`config.mk`:
```
export PLATFORM = sky130hd
export DESIGN_NAME = wes_wake_regs
export DESIGN_NICKNAME = d
export VERILOG_FILES = /design/src/rtl/wes_pkg.sv /design/src/rtl/wes_wake_regs.sv
export SDC_FILE = /design/constraint.sdc
export NUM_CORES = 1
export LEC_CHECK = 0
export BUFFER_PORTS_ARGS = -buffer_cell sky130_fd_sc_hd__buf_2
export CAP_MARGIN = 25
export CORE_ASPECT_RATIO = 1.5
export CORE_UTILIZATION = 45
export DETAILED_ROUTE_END_ITERATION = 16
export GPL_ROUTABILITY_DRIVEN = 0
export PLACE_DENSITY = 0.75
export SLEW_MARGIN = 0
export SYNTH_ARGS = -nofsm -noshare
export SYNTH_HDL_FRONTEND = slang
export SYNTH_SLANG_ARGS = --single-unit
```
`constraint.sdc`:
```
create_clock -name core_clk_i -period 3 [get_ports core_clk_i]
set_input_delay 0.45 -clock core_clk_i [delete_from_list [all_inputs] [get_ports core_clk_i]]
set_output_delay 0.45 -clock core_clk_i [all_outputs]
set_load 0.05 [all_outputs]
```
`src/rtl/wes_pkg.sv`:
```
// constants and types shared by the wake event register block
package wes_pkg;
  // register map
  localparam int          WES_ADDR_W    = 12;
  localparam logic [11:0] WES_CTRL_OFS  = 12'h140;
  localparam logic [11:0] WES_SRC_OFS   = 12'h144;
  // wake control/status field positions
  localparam int          CB_BROADCAST_WAKE_ENABLE   = 0;
  localparam int          CB_PKT_EN     = 1;
  localparam int          CB_PAT_EN     = 2;
  localparam int          CB_DEST_EN    = 3;
  localparam int          CB_BCAST_SEEN = 4;
  localparam int          CB_PKT_SEEN   = 5;
  localparam int          CB_CLR_STS    = 16;
  localparam int          CB_CLR_EN     = 17;
  localparam int          CB_LPI_RX_EN  = 18;
  localparam int          CB_LPI_TX_EN  = 19;
  localparam int          CB_ESAVE_EN   = 20;
  localparam logic [31:0] CTRL_RST      = 32'h0000_0000;
  localparam logic [31:0] CTRL_STORE_M  = 32'h001f_000f;
  localparam logic [31:0] CTRL_EN_M     = 32'h000c_000f;
  localparam logic [31:0] CTRL_SEEN_M   = 32'h0000_0030;
  // wake source field positions
  localparam int          SB_PIN_LO     = 20;
  localparam int          SB_V6         = 16;
  localparam int          SB_V4         = 15;
  localparam int          SB_LPI_TX     = 14;
  localparam int          SB_LPI_RX     = 13;
  localparam int          SB_FE         = 12;
  localparam int          SB_DEST       = 11;
  localparam int          SB_PKT        = 10;
  localparam int          SB_BCAST      = 9;
  localparam int          SB_PAT        = 8;
  localparam int          PIN_W         = 12;
  localparam logic [31:0] SRC_RST       = 32'h0000_0000;
  localparam logic [31:0] SRC_FLAG_M    = 32'hfff1_ff00;
  localparam logic [31:0] SRC_RW_M      = 32'hfff1_ff1f;
  // pattern filter bank seen by the index field
  localparam int          PAT_FILTERS   = 32;
  localparam int          PAT_BYTES     = 128;
  localparam int          IDX_W         = $clog2(PAT_FILTERS);
  // power sequencing as seen by the source recorder
  typedef enum logic [1:0] {
    WES_ACTIVE,
    WES_ENTERING,
    WES_SUSPENDED,
    WES_WAKING
  } wes_state_t;
endpackage

```
`src/rtl/wes_wake_regs.sv`:
```
// wake enables, received-event flags and wake source recorder
`timescale 1ns/1ns
module wes_wake_regs (
  // clock and reset
  input  wire logic                          core_clk_i,
  input  wire logic                          rst_n_i,
  // register port
  input  wire logic [wes_pkg::WES_ADDR_W-1:0] reg_addr_i,
  input  wire logic [31:0]                   reg_wdata_i,
  input  wire logic                          reg_wr_i,
  input  wire logic                          reg_rd_i,
  output logic      [31:0]                   reg_rdata_o,
  // power sequencing
  input  wire logic                          suspend_begin_i,
  input  wire logic                          suspend_done_i,
  input  wire logic                          resume_done_i,
  // receive and pin events, one cycle pulses
  input  wire logic                          broadcast_rx_i,
  input  wire logic                          dest_match_rx_i,
  input  wire logic                          wake_packet_rx_i,
  input  wire logic                          pattern_rx_i,
  input  wire logic [wes_pkg::IDX_W-1:0]     pattern_index_i,
  input  wire logic                          filter_engine_rx_i,
  input  wire logic                          v4_syn_rx_i,
  input  wire logic                          v6_syn_rx_i,
  input  wire logic                          lpi_tx_exit_i,
  input  wire logic                          lpi_rx_exit_i,
  input  wire logic [wes_pkg::PIN_W-1:0]     pin_wake_i,
  // status out
  output logic                               wake_signal_o,
  output logic                               suspend_state_o,
  output logic      [3:0]                    wake_enables_o
);
  import wes_pkg::*;

  logic [31:0]       ctrl_r;
  logic [31:0]       ctrl_nxt;
  logic [31:0]       src_r;
  logic [31:0]       src_nxt;
  logic [31:0]       set_v;
  logic [31:0]       clr_v;
  logic [31:0]       flags;
  logic [31:0]       seen_ev;
  logic [31:0]       seen_keep;
  logic [IDX_W-1:0]  idx;
  logic              wr_ctrl;
  logic              wr_src;
  logic              any_q;
  logic              suspended;
  wes_state_t        state_r;
  wes_state_t        state_nxt;

  assign wr_ctrl   = reg_wr_i && (reg_addr_i == WES_CTRL_OFS);
  assign wr_src    = reg_wr_i && (reg_addr_i == WES_SRC_OFS);
  assign suspended = (state_r == WES_SUSPENDED);

  // seen flags are not gated by power state; they follow the MAC directly
  always_comb begin
    seen_ev                = '0;
    seen_ev[CB_BCAST_SEEN] = broadcast_rx_i;
    seen_ev[CB_PKT_SEEN]   = wake_packet_rx_i;
  end

  always_comb begin
    ctrl_nxt = ctrl_r & CTRL_STORE_M;
    if (wr_ctrl) begin
      ctrl_nxt = reg_wdata_i & CTRL_STORE_M;
    end else if (resume_done_i && ctrl_r[CB_CLR_EN]) begin
      ctrl_nxt = ctrl_nxt & ~CTRL_EN_M;
    end
    seen_keep = ctrl_r & CTRL_SEEN_M;
    if (wr_ctrl) begin
      seen_keep = seen_keep & ~reg_wdata_i;
    end
    if (resume_done_i && ctrl_r[CB_CLR_STS]) begin
      seen_keep = '0;
    end
    // a new event outweighs any clear in the same cycle
    ctrl_nxt = ctrl_nxt | seen_keep | seen_ev;
  end

  always_ff @(posedge core_clk_i or negedge rst_n_i) begin
    if (!rst_n_i) begin
      ctrl_r <= CTRL_RST;
    end else begin
      ctrl_r <= ctrl_nxt;
    end
  end

  // only a fully suspended device records; entry and waking are blind
  always_comb begin
    set_v = '0;
    if (suspended) begin
      set_v[SB_PIN_LO +: PIN_W] = pin_wake_i;
      set_v[SB_V6]     = v6_syn_rx_i;
      set_v[SB_V4]     = v4_syn_rx_i;
      set_v[SB_LPI_TX] = lpi_tx_exit_i && ctrl_r[CB_LPI_TX_EN]
                         && ctrl_r[CB_ESAVE_EN];
      set_v[SB_LPI_RX] = lpi_rx_exit_i && ctrl_r[CB_LPI_RX_EN]
                         && ctrl_r[CB_ESAVE_EN];
      set_v[SB_FE]     = filter_engine_rx_i;
      set_v[SB_DEST]   = dest_match_rx_i
                         && ctrl_r[CB_DEST_EN];
      set_v[SB_PKT]    = wake_packet_rx_i
                         && ctrl_r[CB_PKT_EN];
      set_v[SB_BCAST]  = broadcast_rx_i
                         && ctrl_r[CB_BROADCAST_WAKE_ENABLE];
      set_v[SB_PAT]    = pattern_rx_i
                         && ctrl_r[CB_PAT_EN];
    end
  end

  assign any_q = |set_v;
  assign clr_v = wr_src ? reg_wdata_i : 32'h0000_0000;

  always_comb begin
    // every qualifying condition is or-ed in, none excludes another
    flags = ((src_r & ~clr_v) | set_v) & SRC_FLAG_M;
    if (!ctrl_r[CB_ESAVE_EN]) begin
      flags[SB_LPI_TX] = 1'b0;
      flags[SB_LPI_RX] = 1'b0;
    end
    idx = src_r[IDX_W-1:0];
    if (set_v[SB_PAT]) begin
      idx = pattern_index_i;
    end else if (clr_v[IDX_W-1:0] != '0) begin
      idx = '0;
    end
    src_nxt = (flags | {{(32-IDX_W){1'b0}}, idx}) & SRC_RW_M;
  end

  always_ff @(posedge core_clk_i or negedge rst_n_i) begin
    if (!rst_n_i) begin
      src_r <= SRC_RST;
    end else begin
      src_r <= src_nxt;
    end
  end

  always_comb begin
    state_nxt = state_r;
    case (state_r)
      WES_ACTIVE: begin
        if (suspend_begin_i) begin
          state_nxt = WES_ENTERING;
        end
      end
      WES_ENTERING: begin
        if (suspend_done_i) begin
          state_nxt = WES_SUSPENDED;
        end
      end
      WES_SUSPENDED: begin
        if (any_q) begin
          state_nxt = WES_WAKING;
        end else if (resume_done_i) begin
          state_nxt = WES_ACTIVE;
        end
      end
      WES_WAKING: begin
        if (resume_done_i) begin
          state_nxt = WES_ACTIVE;
        end
      end
      default: begin
        state_nxt = WES_ACTIVE;
      end
    endcase
  end

  always_ff @(posedge core_clk_i or negedge rst_n_i) begin
    if (!rst_n_i) begin
      state_r <= WES_ACTIVE;
    end else begin
      state_r <= state_nxt;
    end
  end

  always_ff @(posedge core_clk_i or negedge rst_n_i) begin
    if (!rst_n_i) begin
      wake_signal_o   <= 1'b0;
      suspend_state_o <= 1'b0;
      wake_enables_o  <= 4'h0;
    end else begin
      wake_signal_o   <= suspended && any_q;
      suspend_state_o <= (state_nxt == WES_SUSPENDED);
      wake_enables_o  <= ctrl_nxt[3:0];
    end
  end

  // read data stands only in the cycle after the strobe
  always_ff @(posedge core_clk_i or negedge rst_n_i) begin
    if (!rst_n_i) begin
      reg_rdata_o <= 32'h0000_0000;
    end else if (reg_rd_i && (reg_addr_i == WES_CTRL_OFS)) begin
      reg_rdata_o <= ctrl_r;
    end else if (reg_rd_i && (reg_addr_i == WES_SRC_OFS)) begin
      reg_rdata_o <= src_r;
    end else begin
      reg_rdata_o <= 32'h0000_0000;
    end
  end
endmodule

```
Word level (Yosys, flattened, before mapping)

Cells that the tools add are included.

Input bits: 77
Word-level logic and storage cells: 56
Output and inout bits: 38
Bits in registers: 98

Bitwise operators: 8
Reductions and logical operators: 18
Equality and inequality tests: 6
Muxes and demuxes: 17

Operators by type and width:

| cell                                                  | number |
|---|---|
| 2-to-1 mux 32 bit                                     | 5 |
| NOT 32 bit                                            | 2 |
| OR 32 bit                                             | 2 |
| bitwise AND 32 bit                                    | 1 |
| bitwise AND 6 x 32 -> 32 bit                          | 1 |
| OR 32 x 5 -> 32 bit                                   | 1 |
| OR 32 x 6 -> 32 bit                                   | 1 |
| equality test 12 x 9 -> 1 bit (second input constant) | 2 |
| 2-to-1 mux 21 bit                                     | 1 |
| OR reduction 21 bit                                   | 1 |
| 2-to-1 mux 20 bit                                     | 1 |
| logical AND 1 bit                                     | 15 |
| 2-to-1 mux 12 bit                                     | 1 |
| 2-to-1 mux 2 bit                                      | 5 |
| 2-to-1 mux 5 bit                                      | 2 |
| 2-to-1 mux 9 bit                                      | 1 |
| case mux 2 bit (4 select lines)                       | 1 |
| equality test 2 bit (second input constant)           | 3 |
| nonzero test 5 bit                                    | 1 |
| equality test 2 x 1 -> 1 bit (second input constant)  | 1 |
| logical NOT 2 bit                                     | 1 |

Longest topological paths before layout

Gate-level depths: netlist of the first run.

Depth after elaboration: 8
Mapped depth: 6
Gate-level depth less buffers: 4

Worst setup path after synthesis of the first run

Ideal clock, no wire load.

Path type: in2reg
From: in reg_addr_i[1] (netlist name)
To: reg reg_rdata_o[21]
Path buffers: 2
Slack: 0.907 ns
Arrival: 2.029 ns
Required time: 2.936 ns
Stages on the path: 6
Library setup time: 0.064 ns
Path through: or4_4 > or4_4 > buf_6 > nor2_8 > buf_8 > and2_2

Longest elaborated chain between the ends: 4
Elaborated cells between the ends (all ways): 6
Classes of those cells: eq/ne (2); mux (2); reduce/logical (2)

Ends and longest elaborated chain:

| what                          | RTL line             | RTL |
|---|---|---|
| start, declared               | wes_wake_regs.sv:8   | `input wire logic [wes_pkg::WES_ADDR_W-1:0] reg_addr_i,` |
| equality test 12 x 9 -> 1 bit | wes_wake_regs.sv:197 | `end else if (reg_rd_i && (reg_addr_i == WES_SRC_OFS)) begin` |
| logical AND 1 bit             | wes_wake_regs.sv:197 |  |
| 2-to-1 mux 32 bit             | wes_wake_regs.sv:197 |  |
| 2-to-1 mux 32 bit (*)         | wes_wake_regs.sv:195 | `end else if (reg_rd_i && (reg_addr_i == WES_CTRL_OFS)) begin` |
| end signal, assigned          | wes_wake_regs.sv:196 | `reg_rdata_o <= ctrl_r;` |
| end signal, assigned          | wes_wake_regs.sv:198 | `reg_rdata_o <= src_r;` |
| end, declared                 | wes_wake_regs.sv:12  | `output logic [31:0] reg_rdata_o,` |

Every way passes the cells marked *; elsewhere a longest branch is shown, timed or not.

Worst setup path after layout of the first run

From: in reg_addr_i[1] (netlist name)
To: reg src_r[1]

Longest elaborated chain between the ends: 7

Ends and longest elaborated chain:

| what                          | RTL line             | RTL |
|---|---|---|
| equality test 12 x 9 -> 1 bit | wes_wake_regs.sv:54  | `assign wr_src = reg_wr_i && (reg_addr_i == WES_SRC_OFS);` |
| logical AND 1 bit             | wes_wake_regs.sv:54  |  |
| 2-to-1 mux 32 bit             | wes_wake_regs.sv:114 | `assign clr_v = wr_src ? reg_wdata_i : 32'h0000_0000;` |
| nonzero test 5 bit            | wes_wake_regs.sv:126 | `end else if (clr_v[IDX_W-1:0] != '0) begin` |
| 2-to-1 mux 5 bit              | wes_wake_regs.sv:126 |  |
| 2-to-1 mux 5 bit              | wes_wake_regs.sv:124 | `if (set_v[SB_PAT]) begin` |
| OR 32 x 5 -> 32 bit           | wes_wake_regs.sv:129 | `src_nxt = (flags \| {{(32-IDX_W){1'b0}}, idx}) & SRC_RW_M;` |
| end signal, assigned          | wes_wake_regs.sv:136 | `src_r <= src_nxt;` |
| end, declared                 | wes_wake_regs.sv:38  | `logic [31:0] src_r;` |

No other way between the ends.

==> impl_metrics.xml, run 1 <==
<?xml version="1.0" encoding="UTF-8"?>
<metrics>
  <group name="status">
    <metric name="outcome" unit="">complete, no violations</metric>
  </group>
  <group name="sta">
    <metric name="rsz0062_at_grt" unit="">no</metric>
    <metric name="finalCritPeriodShare" unit="%">66.0</metric>
    <metric name="setup_slack" unit="ps">1020</metric>
    <metric name="finalSetupViolCount" unit="">0</metric>
    <metric name="finalCriticalPeriod" unit="ps">1980</metric>
    <metric name="slew_headroom" unit="%">48.5</metric>
    <metric name="pins_over_their_slew_limit" unit="">0</metric>
    <metric name="finalHoldViolCount" unit="">0</metric>
    <metric name="fmax" unit="MHz">505</metric>
    <metric name="setup_tns" unit="ps">0</metric>
    <metric name="worst_pin_slew" unit="ps">773</metric>
    <metric name="clock_skew" unit="ps">9.76</metric>
  </group>
  <group name="setup_path">
    <metric name="worstPathRequired" unit="ps">3200</metric>
    <metric name="startpoint_type" unit="">primary input</metric>
    <metric name="ff2ff_setup_slack" unit="ps">1220</metric>
    <metric name="worst_r2r_startpoint" unit="">wake_enables_o[2]</metric>
    <metric name="cp_num_buf_inv" unit="">1</metric>
    <metric name="ff2ff_path_depth" unit="">4</metric>
    <metric name="cp_num_cells" unit="">5</metric>
    <metric name="cp_max_fo" unit="">5</metric>
    <metric name="setup.worst_path.class" unit="">in2reg</metric>
    <metric name="timing.critical_path.to_type" unit="">flop</metric>
    <metric name="critPathMaxStageDelay" unit="ps">570</metric>
    <metric name="worst_path_max_delay_cell" unit="">sky130_fd_sc_hd__or4_4</metric>
    <metric name="crit_arrival" unit="ps">2190</metric>
    <metric name="cp_cell_sequence" unit="">buf_2, or4_4, or2_2, nor4_1, o21ai_0</metric>
    <metric name="crit_family" unit="">simple AND/OR/NAND/NOR gates</metric>
    <metric name="critical_r2r_capture" unit="">state_r[0]</metric>
  </group>
  <group name="logic_synthesis">
    <metric name="netlist_top_cells_area" unit="">sky130_fd_sc_hd__dfrtp_1 60%, sky130_fd_sc_hd__nand2_1 6.2%, sky130_fd_sc_hd__and2_2 4.8%</metric>
    <metric name="async_flop_share" unit="%">100</metric>
    <metric name="synthesis.instances" unit="">260</metric>
    <metric name="yosys.area.top_type" unit="">sky130_fd_sc_hd__dfrtp_1</metric>
    <metric name="synth.top_cell.area_share" unit="%">60.2</metric>
    <metric name="syn_area" unit="µm²">2950</metric>
    <metric name="synth_top_cells_by_count" unit="">71 x sky130_fd_sc_hd__dfrtp_1, 49 x sky130_fd_sc_hd__nand2_1, 19 x sky130_fd_sc_hd__and2_2</metric>
    <metric name="synth_seq_cells" unit="">71</metric>
    <metric name="synth.lib_cells_used.distinct" unit="">39</metric>
    <metric name="dominantRegCellSynth" unit="">sky130_fd_sc_hd__dfrtp_1</metric>
    <metric name="synth_seq_area_share" unit="%">60.2</metric>
    <metric name="yosys_warnings" unit="">0</metric>
    <metric name="synth-edff-count" unit="">0</metric>
    <metric name="syn_avg_cell_area" unit="µm²">11.4</metric>
    <metric name="yosysMostFrequentCell" unit="">sky130_fd_sc_hd__dfrtp_1</metric>
  </group>
  <group name="place">
    <metric name="numPortBuffers" unit="">110</metric>
    <metric name="dp.final_hpwl" unit="µm">5130</metric>
    <metric name="post_dp_cell_area" unit="µm²">3540</metric>
    <metric name="post-place-cells" unit="">433</metric>
    <metric name="pre_cts_slack" unit="ps">607</metric>
  </group>
  <group name="clock_network">
    <metric name="cts-htree-levels" unit="">3</metric>
    <metric name="clock_path_buffers" unit="">2</metric>
    <metric name="cts_setup_buffers" unit="">0</metric>
    <metric name="cts_hold_buffers" unit="">0</metric>
    <metric name="clock_sinks" unit="">71</metric>
    <metric name="cts.repair.resized" unit="">0</metric>
    <metric name="worst_skew_pair.late_latency" unit="ps">350</metric>
    <metric name="clk_transition_reported_paths" unit="ps">70</metric>
    <metric name="total_cts_buffers" unit="">9</metric>
    <metric name="cts_tree" unit="">done</metric>
    <metric name="ctsRootBufferMaster" unit="">sky130_fd_sc_hd__clkbuf_8</metric>
  </group>
  <group name="die">
    <metric name="effective_utilization_at_floorplan" unit="%">47.5</metric>
    <metric name="std_cell_rows" unit="">35</metric>
    <metric name="die_area" unit="µm²">6890</metric>
    <metric name="core_area" unit="µm²">6220</metric>
    <metric name="die_w" unit="µm">68.1</metric>
    <metric name="die_height" unit="µm">101</metric>
    <metric name="boundaryPins" unit="">115</metric>
  </group>
  <group name="power_and_ir_drop">
    <metric name="power.switching_fraction" unit="%">27.0</metric>
    <metric name="netSwitchingPower" unit="mW">0.551</metric>
    <metric name="power_frac_seq" unit="%">49.9</metric>
    <metric name="irDropWorstVdd" unit="mV">0.277</metric>
    <metric name="power_density" unit="nW/µm²">548</metric>
    <metric name="cell_internal_pwr" unit="mW">1.49</metric>
    <metric name="power.clock.fraction" unit="%">36.1</metric>
    <metric name="leakage_component_of_the_power" unit="nW">1.96</metric>
    <metric name="combinationalPowerShare" unit="%">14.0</metric>
  </group>
  <group name="global_routing">
    <metric name="antenna_violations_before_repair" unit="">0</metric>
    <metric name="grt_usage" unit="%">22.1</metric>
    <metric name="grt_remaining_overflow" unit="">0</metric>
    <metric name="grt_start_max_net_pins" unit="">39</metric>
    <metric name="via_count_of_the_first_global_routing_pass" unit="">2379</metric>
    <metric name="wire_length_of_the_first_global_routing_pass" unit="µm">10900</metric>
  </group>
  <group name="finish">
    <metric name="antenna_cells_inserted" unit="">0</metric>
    <metric name="area.growth.synth_to_final" unit="%">26.2</metric>
    <metric name="num-nets-final" unit="">447</metric>
    <metric name="stdcell_area" unit="µm²">3730</metric>
    <metric name="post_layout_nonfiller_instances" unit="">449</metric>
    <metric name="layout-drive-gt1-share" unit="%">42.1</metric>
    <metric name="postLayoutCoreUtil" unit="%">59.9</metric>
  </group>
  <group name="hold_path">
    <metric name="holdCritPathClass" unit="">in2async</metric>
  </group>
  <group name="routing">
    <metric name="via_count" unit="">2319</metric>
    <metric name="vias_per_cell" unit="">5.16</metric>
    <metric name="drc" unit="">0</metric>
    <metric name="drt.antenna.violating_nets" unit="">0</metric>
    <metric name="detailedRoute.firstIterationViolations" unit="">124</metric>
    <metric name="route.final.wire_length" unit="µm">6780</metric>
    <metric name="route.detailed.wl_per_inst" unit="µm">15.1</metric>
    <metric name="firstDrtPassIters" unit="">4</metric>
  </group>
  <group name="flow_run">
    <metric name="max_cap_violations" unit="">0</metric>
  </group>
</metrics>
==> per-stage QoR <==
| step | hold slack (ps) | power, mW |
|---|---|---|
| floorplan | 154 | 1.19 |
| global placement | 464 | 1.32 |
| detailed placement | 473 | 1.33 |
| CTS | 195 | 2.06 |
| global route | 224 | 2.13 |
| finish | 177 | 2.04 |
==> cells by family (layout without fill, tap and decap cells) <==
kind of cell | count (synthesis) | in the layout | share of synthesized area (%)
multiplexers | 10 | 10 | 3.48
flip-flops | 71 | 71 | 60.2
AND/OR/NAND/NOR | 108 | 108 | 20.3
buffers and inverters | 24 | 138 | 4.66
other | 1 | 2 | 0.127
AO/OA/AOI/OAI | 46 | 46 | 11.2
==> cell type report <==
class | instances | area (µm²)
flip-flops and latches | 71 | 1780
repair buffers | 114 | 593
multi-input cells | 166 | 1040
well taps | 74 | 92.6
clock buffers | 12 | 145
fillers | 535 | 2490
inverters | 8 | 30.0
clock inverters | 4 | 45.0
==> routing by layer <==
metal | part of all wire, % | vias up | GRT usage [%]
li1 | - | 1113 | -
met1 | 39 | 1088 | 25.6
met2 | 52 | 101 | 36.5
met3 | 4.8 | 17 | 3.60
met4 | 3.9 | 0 | 14.9
met5 | 0 | - | 0
==> power by group through the flow <==
| stage | Clock [mW] | Combinational [mW] | Sequential (mW) |
|---|---|---|---|
| 2_1_floorplan | 0 | 0.121 | 1.07 |
| 5_1_grt | 0.792 | 0.315 | 1.02 |
| 4_1_cts | 0.749 | 0.291 | 1.02 |
| 3_5_place_dp | 0 | 0.289 | 1.04 |
| 3_3_place_gp | 0 | 0.284 | 1.04 |
| 6_report | 0.736 | 0.286 | 1.02 |
==> sequential cells by signal, indices dropped and copies added, names as in the netlist <==
name	count
state_r	2
reg_rdata_o	30
suspend_state_o	1
wake_signal_o	1
src_r	26
wake_enables_o	3
ctrl_r	8
==> placed cells by master (no fill, tap or decap), types with 3 or more instances in the layout <==
cell	count
sky130_fd_sc_hd__dfrtp_1	71
sky130_fd_sc_hd__nand3_1	4
sky130_fd_sc_hd__a22o_1	15
sky130_fd_sc_hd__clkbuf_8	10
sky130_fd_sc_hd__a21oi_1	4
sky130_fd_sc_hd__nor4_1	4
sky130_fd_sc_hd__inv_1	8
sky130_fd_sc_hd__buf_4	3
sky130_fd_sc_hd__nand2_1	49
sky130_fd_sc_hd__and2_2	19
sky130_fd_sc_hd__a32o_1	3
sky130_fd_sc_hd__buf_2	110
sky130_fd_sc_hd__mux2i_1	8
sky130_fd_sc_hd__nor2_1	11
sky130_fd_sc_hd__clkinv_2	3
sky130_fd_sc_hd__a31oi_1	5
sky130_fd_sc_hd__and2_1	4
sky130_fd_sc_hd__o21ai_0	13
==> worst max-delay path by stage <==
stage                  start              end  slack, ps
3_3_place_gp   reg_addr_i[1]         src_r[2]        650
4_1_cts        reg_addr_i[1]         src_r[2]        980
3_5_place_dp   reg_addr_i[1]         src_r[2]        610
2_1_floorplan  reg_addr_i[1]  reg_rdata_o[21]        910
6_report       reg_addr_i[1]         src_r[1]       1020
5_1_grt        reg_addr_i[1]         src_r[0]        870
(Power assumes the default switching activity.)
==> inputs of run 2 (changes only) <==
CORE_UTILIZATION = 44   (was 45)
PLACE_DENSITY = 0.76   (was 0.75)
clock period = 1.6 ns   (was 3 ns; I/O delays follow)
==> run 2 against run 1 <==
Effect of this change: global-route usage is 0.41 points lower; largest power group unchanged; via count is 2.3% higher; sequential power is 87% higher; design area is 4.8% higher; non-clock buffer count is 11 higher; routed wire length is 4.8% higher; register-to-register slack worse by 1100 ps; core utilization is 0.30 points higher; total power is 110% higher; clock skew is 4.3 ps lower; count of clock-buffer cells in the layout is 2 lower.
==> impl_metrics.xml, run 2 (synthesized netlist as in run 1, its figures left out) <==
<?xml version="1.0" encoding="UTF-8"?>
<metrics>
  <group name="status">
    <metric name="outcome" unit="">complete, no violations</metric>
  </group>
  <group name="setup_path">
    <metric name="crit_arrival" unit="ps">1860</metric>
    <metric name="cp_num_cells" unit="">5</metric>
    <metric name="ff2ff_path_depth" unit="">5</metric>
    <metric name="worst_path_max_delay_cell" unit="">sky130_fd_sc_hd__or4b_4</metric>
    <metric name="critPathMaxStageDelay" unit="ps">560</metric>
    <metric name="crit_family" unit="">simple AND/OR/NAND/NOR gates</metric>
    <metric name="setup.worst_path.class" unit="">in2reg</metric>
    <metric name="worstPathRequired" unit="ps">1880</metric>
    <metric name="cp_max_fo" unit="">19</metric>
    <metric name="timing.critical_path.to_type" unit="">flop</metric>
    <metric name="cp_cell_sequence" unit="">buf_2, or4b_4, or4_4, nor2_8, and2_2</metric>
    <metric name="cp_num_buf_inv" unit="">1</metric>
    <metric name="startpoint_type" unit="">primary input</metric>
  </group>
  <group name="finish">
    <metric name="antenna_cells_inserted" unit="">0</metric>
    <metric name="stdcell_area" unit="µm²">3910</metric>
    <metric name="post_layout_nonfiller_instances" unit="">462</metric>
    <metric name="num-nets-final" unit="">458</metric>
    <metric name="layout_common_cells" unit="">110 x sky130_fd_sc_hd__buf_2, 71 x sky130_fd_sc_hd__dfrtp_1, 49 x sky130_fd_sc_hd__nand2_1, 19 x sky130_fd_sc_hd__and2_2, 15 x sky130_fd_sc_hd__a22o_1</metric>
    <metric name="layout-drive-gt1-share" unit="%">44.6</metric>
    <metric name="n_fill_cell" unit="">553</metric>
    <metric name="max_flop_register" unit="">reg_rdata_o</metric>
    <metric name="largest_reg_flops" unit="">30</metric>
    <metric name="layout_commonest_cell" unit="">sky130_fd_sc_hd__buf_2</metric>
    <metric name="area.growth.synth_to_final" unit="%">32.3</metric>
    <metric name="registers_with_the_highest_flip_flop_counts" unit="">reg_rdata_o: 30 flops, src_r: 26 flops, ctrl_r: 8 flops</metric>
  </group>
  <group name="die">
    <metric name="die_w" unit="µm">68.9</metric>
    <metric name="die_area" unit="µm²">7050</metric>
    <metric name="boundaryPins" unit="">115</metric>
    <metric name="effective_utilization_at_floorplan" unit="%">45.5</metric>
    <metric name="core_area" unit="µm²">6490</metric>
    <metric name="std_cell_rows" unit="">36</metric>
    <metric name="die_height" unit="µm">102</metric>
  </group>
  <group name="routing">
    <metric name="drc" unit="">0</metric>
    <metric name="firstDrtPassIters" unit="">4</metric>
    <metric name="route.final.wire_length" unit="µm">7110</metric>
    <metric name="vias_per_cell" unit="">5.14</metric>
    <metric name="via_count" unit="">2373</metric>
    <metric name="route.detailed.wl_per_inst" unit="µm">15.4</metric>
    <metric name="detailedRoute.firstIterationViolations" unit="">120</metric>
    <metric name="drt.antenna.violating_nets" unit="">0</metric>
  </group>
  <group name="sta">
    <metric name="fmax" unit="MHz">631</metric>
    <metric name="setup_slack" unit="ps">15.5</metric>
    <metric name="clock_skew" unit="ps">5.46</metric>
    <metric name="finalCritPeriodShare" unit="%">99.0</metric>
    <metric name="fin_hold_ws" unit="ps">75.1</metric>
    <metric name="rsz0062_at_grt" unit="">yes</metric>
    <metric name="finalHoldViolCount" unit="">0</metric>
    <metric name="pins_over_their_slew_limit" unit="">0</metric>
    <metric name="finalCriticalPeriod" unit="ps">1580</metric>
    <metric name="finalSetupViolCount" unit="">0</metric>
  </group>
  <group name="power_and_ir_drop">
    <metric name="irDropWorstVdd" unit="mV">0.548</metric>
    <metric name="power_density" unit="nW/µm²">1080</metric>
    <metric name="leakage_component_of_the_power" unit="nW">2.05</metric>
  </group>
  <group name="hold_path">
    <metric name="holdCritPathClass" unit="">in2reg</metric>
    <metric name="hold-path-cell-count" unit="">2</metric>
  </group>
  <group name="clock_network">
    <metric name="clock_path_buffers" unit="">2</metric>
    <metric name="cts_setup_buffers" unit="">0</metric>
    <metric name="total_cts_buffers" unit="">9</metric>
    <metric name="clk_transition_reported_paths" unit="ps">70</metric>
    <metric name="worst_skew_pair.late_latency" unit="ps">340</metric>
    <metric name="cts_tree" unit="">done</metric>
    <metric name="cts-htree-levels" unit="">3</metric>
    <metric name="clock_sinks" unit="">71</metric>
    <metric name="ctsRootBufferMaster" unit="">sky130_fd_sc_hd__clkbuf_8</metric>
  </group>
  <group name="place">
    <metric name="dp.final_hpwl" unit="µm">5340</metric>
    <metric name="pre_cts_slack" unit="ps">-358</metric>
    <metric name="post_dp_cell_area" unit="µm²">3650</metric>
    <metric name="numPortBuffers" unit="">110</metric>
    <metric name="post-place-cells" unit="">445</metric>
  </group>
  <group name="global_routing">
    <metric name="grt_start_max_net_pins" unit="">72</metric>
    <metric name="wire_length_of_the_first_global_routing_pass" unit="µm">10700</metric>
    <metric name="grt_remaining_overflow" unit="">0</metric>
    <metric name="grt_usage" unit="%">21.7</metric>
    <metric name="via_count_of_the_first_global_routing_pass" unit="">2246</metric>
    <metric name="antenna_violations_before_repair" unit="">0</metric>
  </group>
  <group name="flow_run">
    <metric name="max_cap_violations" unit="">0</metric>
  </group>
</metrics>
run 2: worst paths after layout:
check	startpoint	endpoint	slack, ps
worst max-delay path	reg_addr_i[10]	reg_rdata_o[22]	20
min in group asynchronous	rst_n_i	reg_rdata_o[23]	430
worst min register to register	src_r[9]	src_r[9]	490
worst min-delay path	reg_wdata_i[5]	ctrl_r[5]	80
max in group asynchronous	rst_n_i	src_r[11]	830
worst max register to register	wake_enables_o[2]	state_r[0]	160
run 2: cell type report:
| class | count | area, µm² | area share [%] |
|---|---|---|---|
| Sequential cell | 71 | 1780 | 45.5 |
| Timing Repair Buffer | 125 | 691 | 17.7 |
| Clock buffer | 10 | 138 | 3.52 |
| Clock inverter | 6 | 108 | 2.75 |
| Tap cell | 76 | 95.1 | 2.43 |
| Inverter | 8 | 30.0 | 0.769 |
| Multi-Input combinational cell | 166 | 1070 | 27.4 |
run 2: worst register-to-register path, stage by stage (launching register included):
cell and delay, ps:
sky130_fd_sc_hd__dfrtp_1 380, sky130_fd_sc_hd__a222oi_1 380, sky130_fd_sc_hd__nand3_1 110, sky130_fd_sc_hd__o21ai_0 180, sky130_fd_sc_hd__buf_4 160, sky130_fd_sc_hd__o221ai_1 110
run 2: routing by layer:
metal	part of all wire (%)	vias to the layer above	GRT usage [%]
met5	0	-	0
met4	2.0	0	11.5
met3	5.7	12	3.68
met2	53	96	38.5
met1	39	1131	23.9
li1	-	1134	-
run 2: through the flow:
step / utilization, % / power [mW] / TNS (ps)
after global routing: 60.2 / 4.41 / -222
after CTS: 60.2 / 4.27 / 0
after detailed placement: 56.3 / 2.55 / -17920
final: 60.2 / 4.23 / 0
after floorplan: - / 2.24 / -7310
after global placement: 56.3 / 2.54 / -16430
run 2: where the power goes:
group	internal, mW	switching (mW)	total [mW]
Clock	1.07	0.644	1.72
Combinational	0.232	0.374	0.606
Sequential	1.86	0.0501	1.91
run 2: timing repair:
| item | in CTS | in global routing |
|---|---|---|
| endpoints found under the hold margin | 71 | 0 |
| gates resized for setup | 0 | 1 |
| hold buffers | 1 | 0 |
| setup endpoints to repair | 0 | 20 |
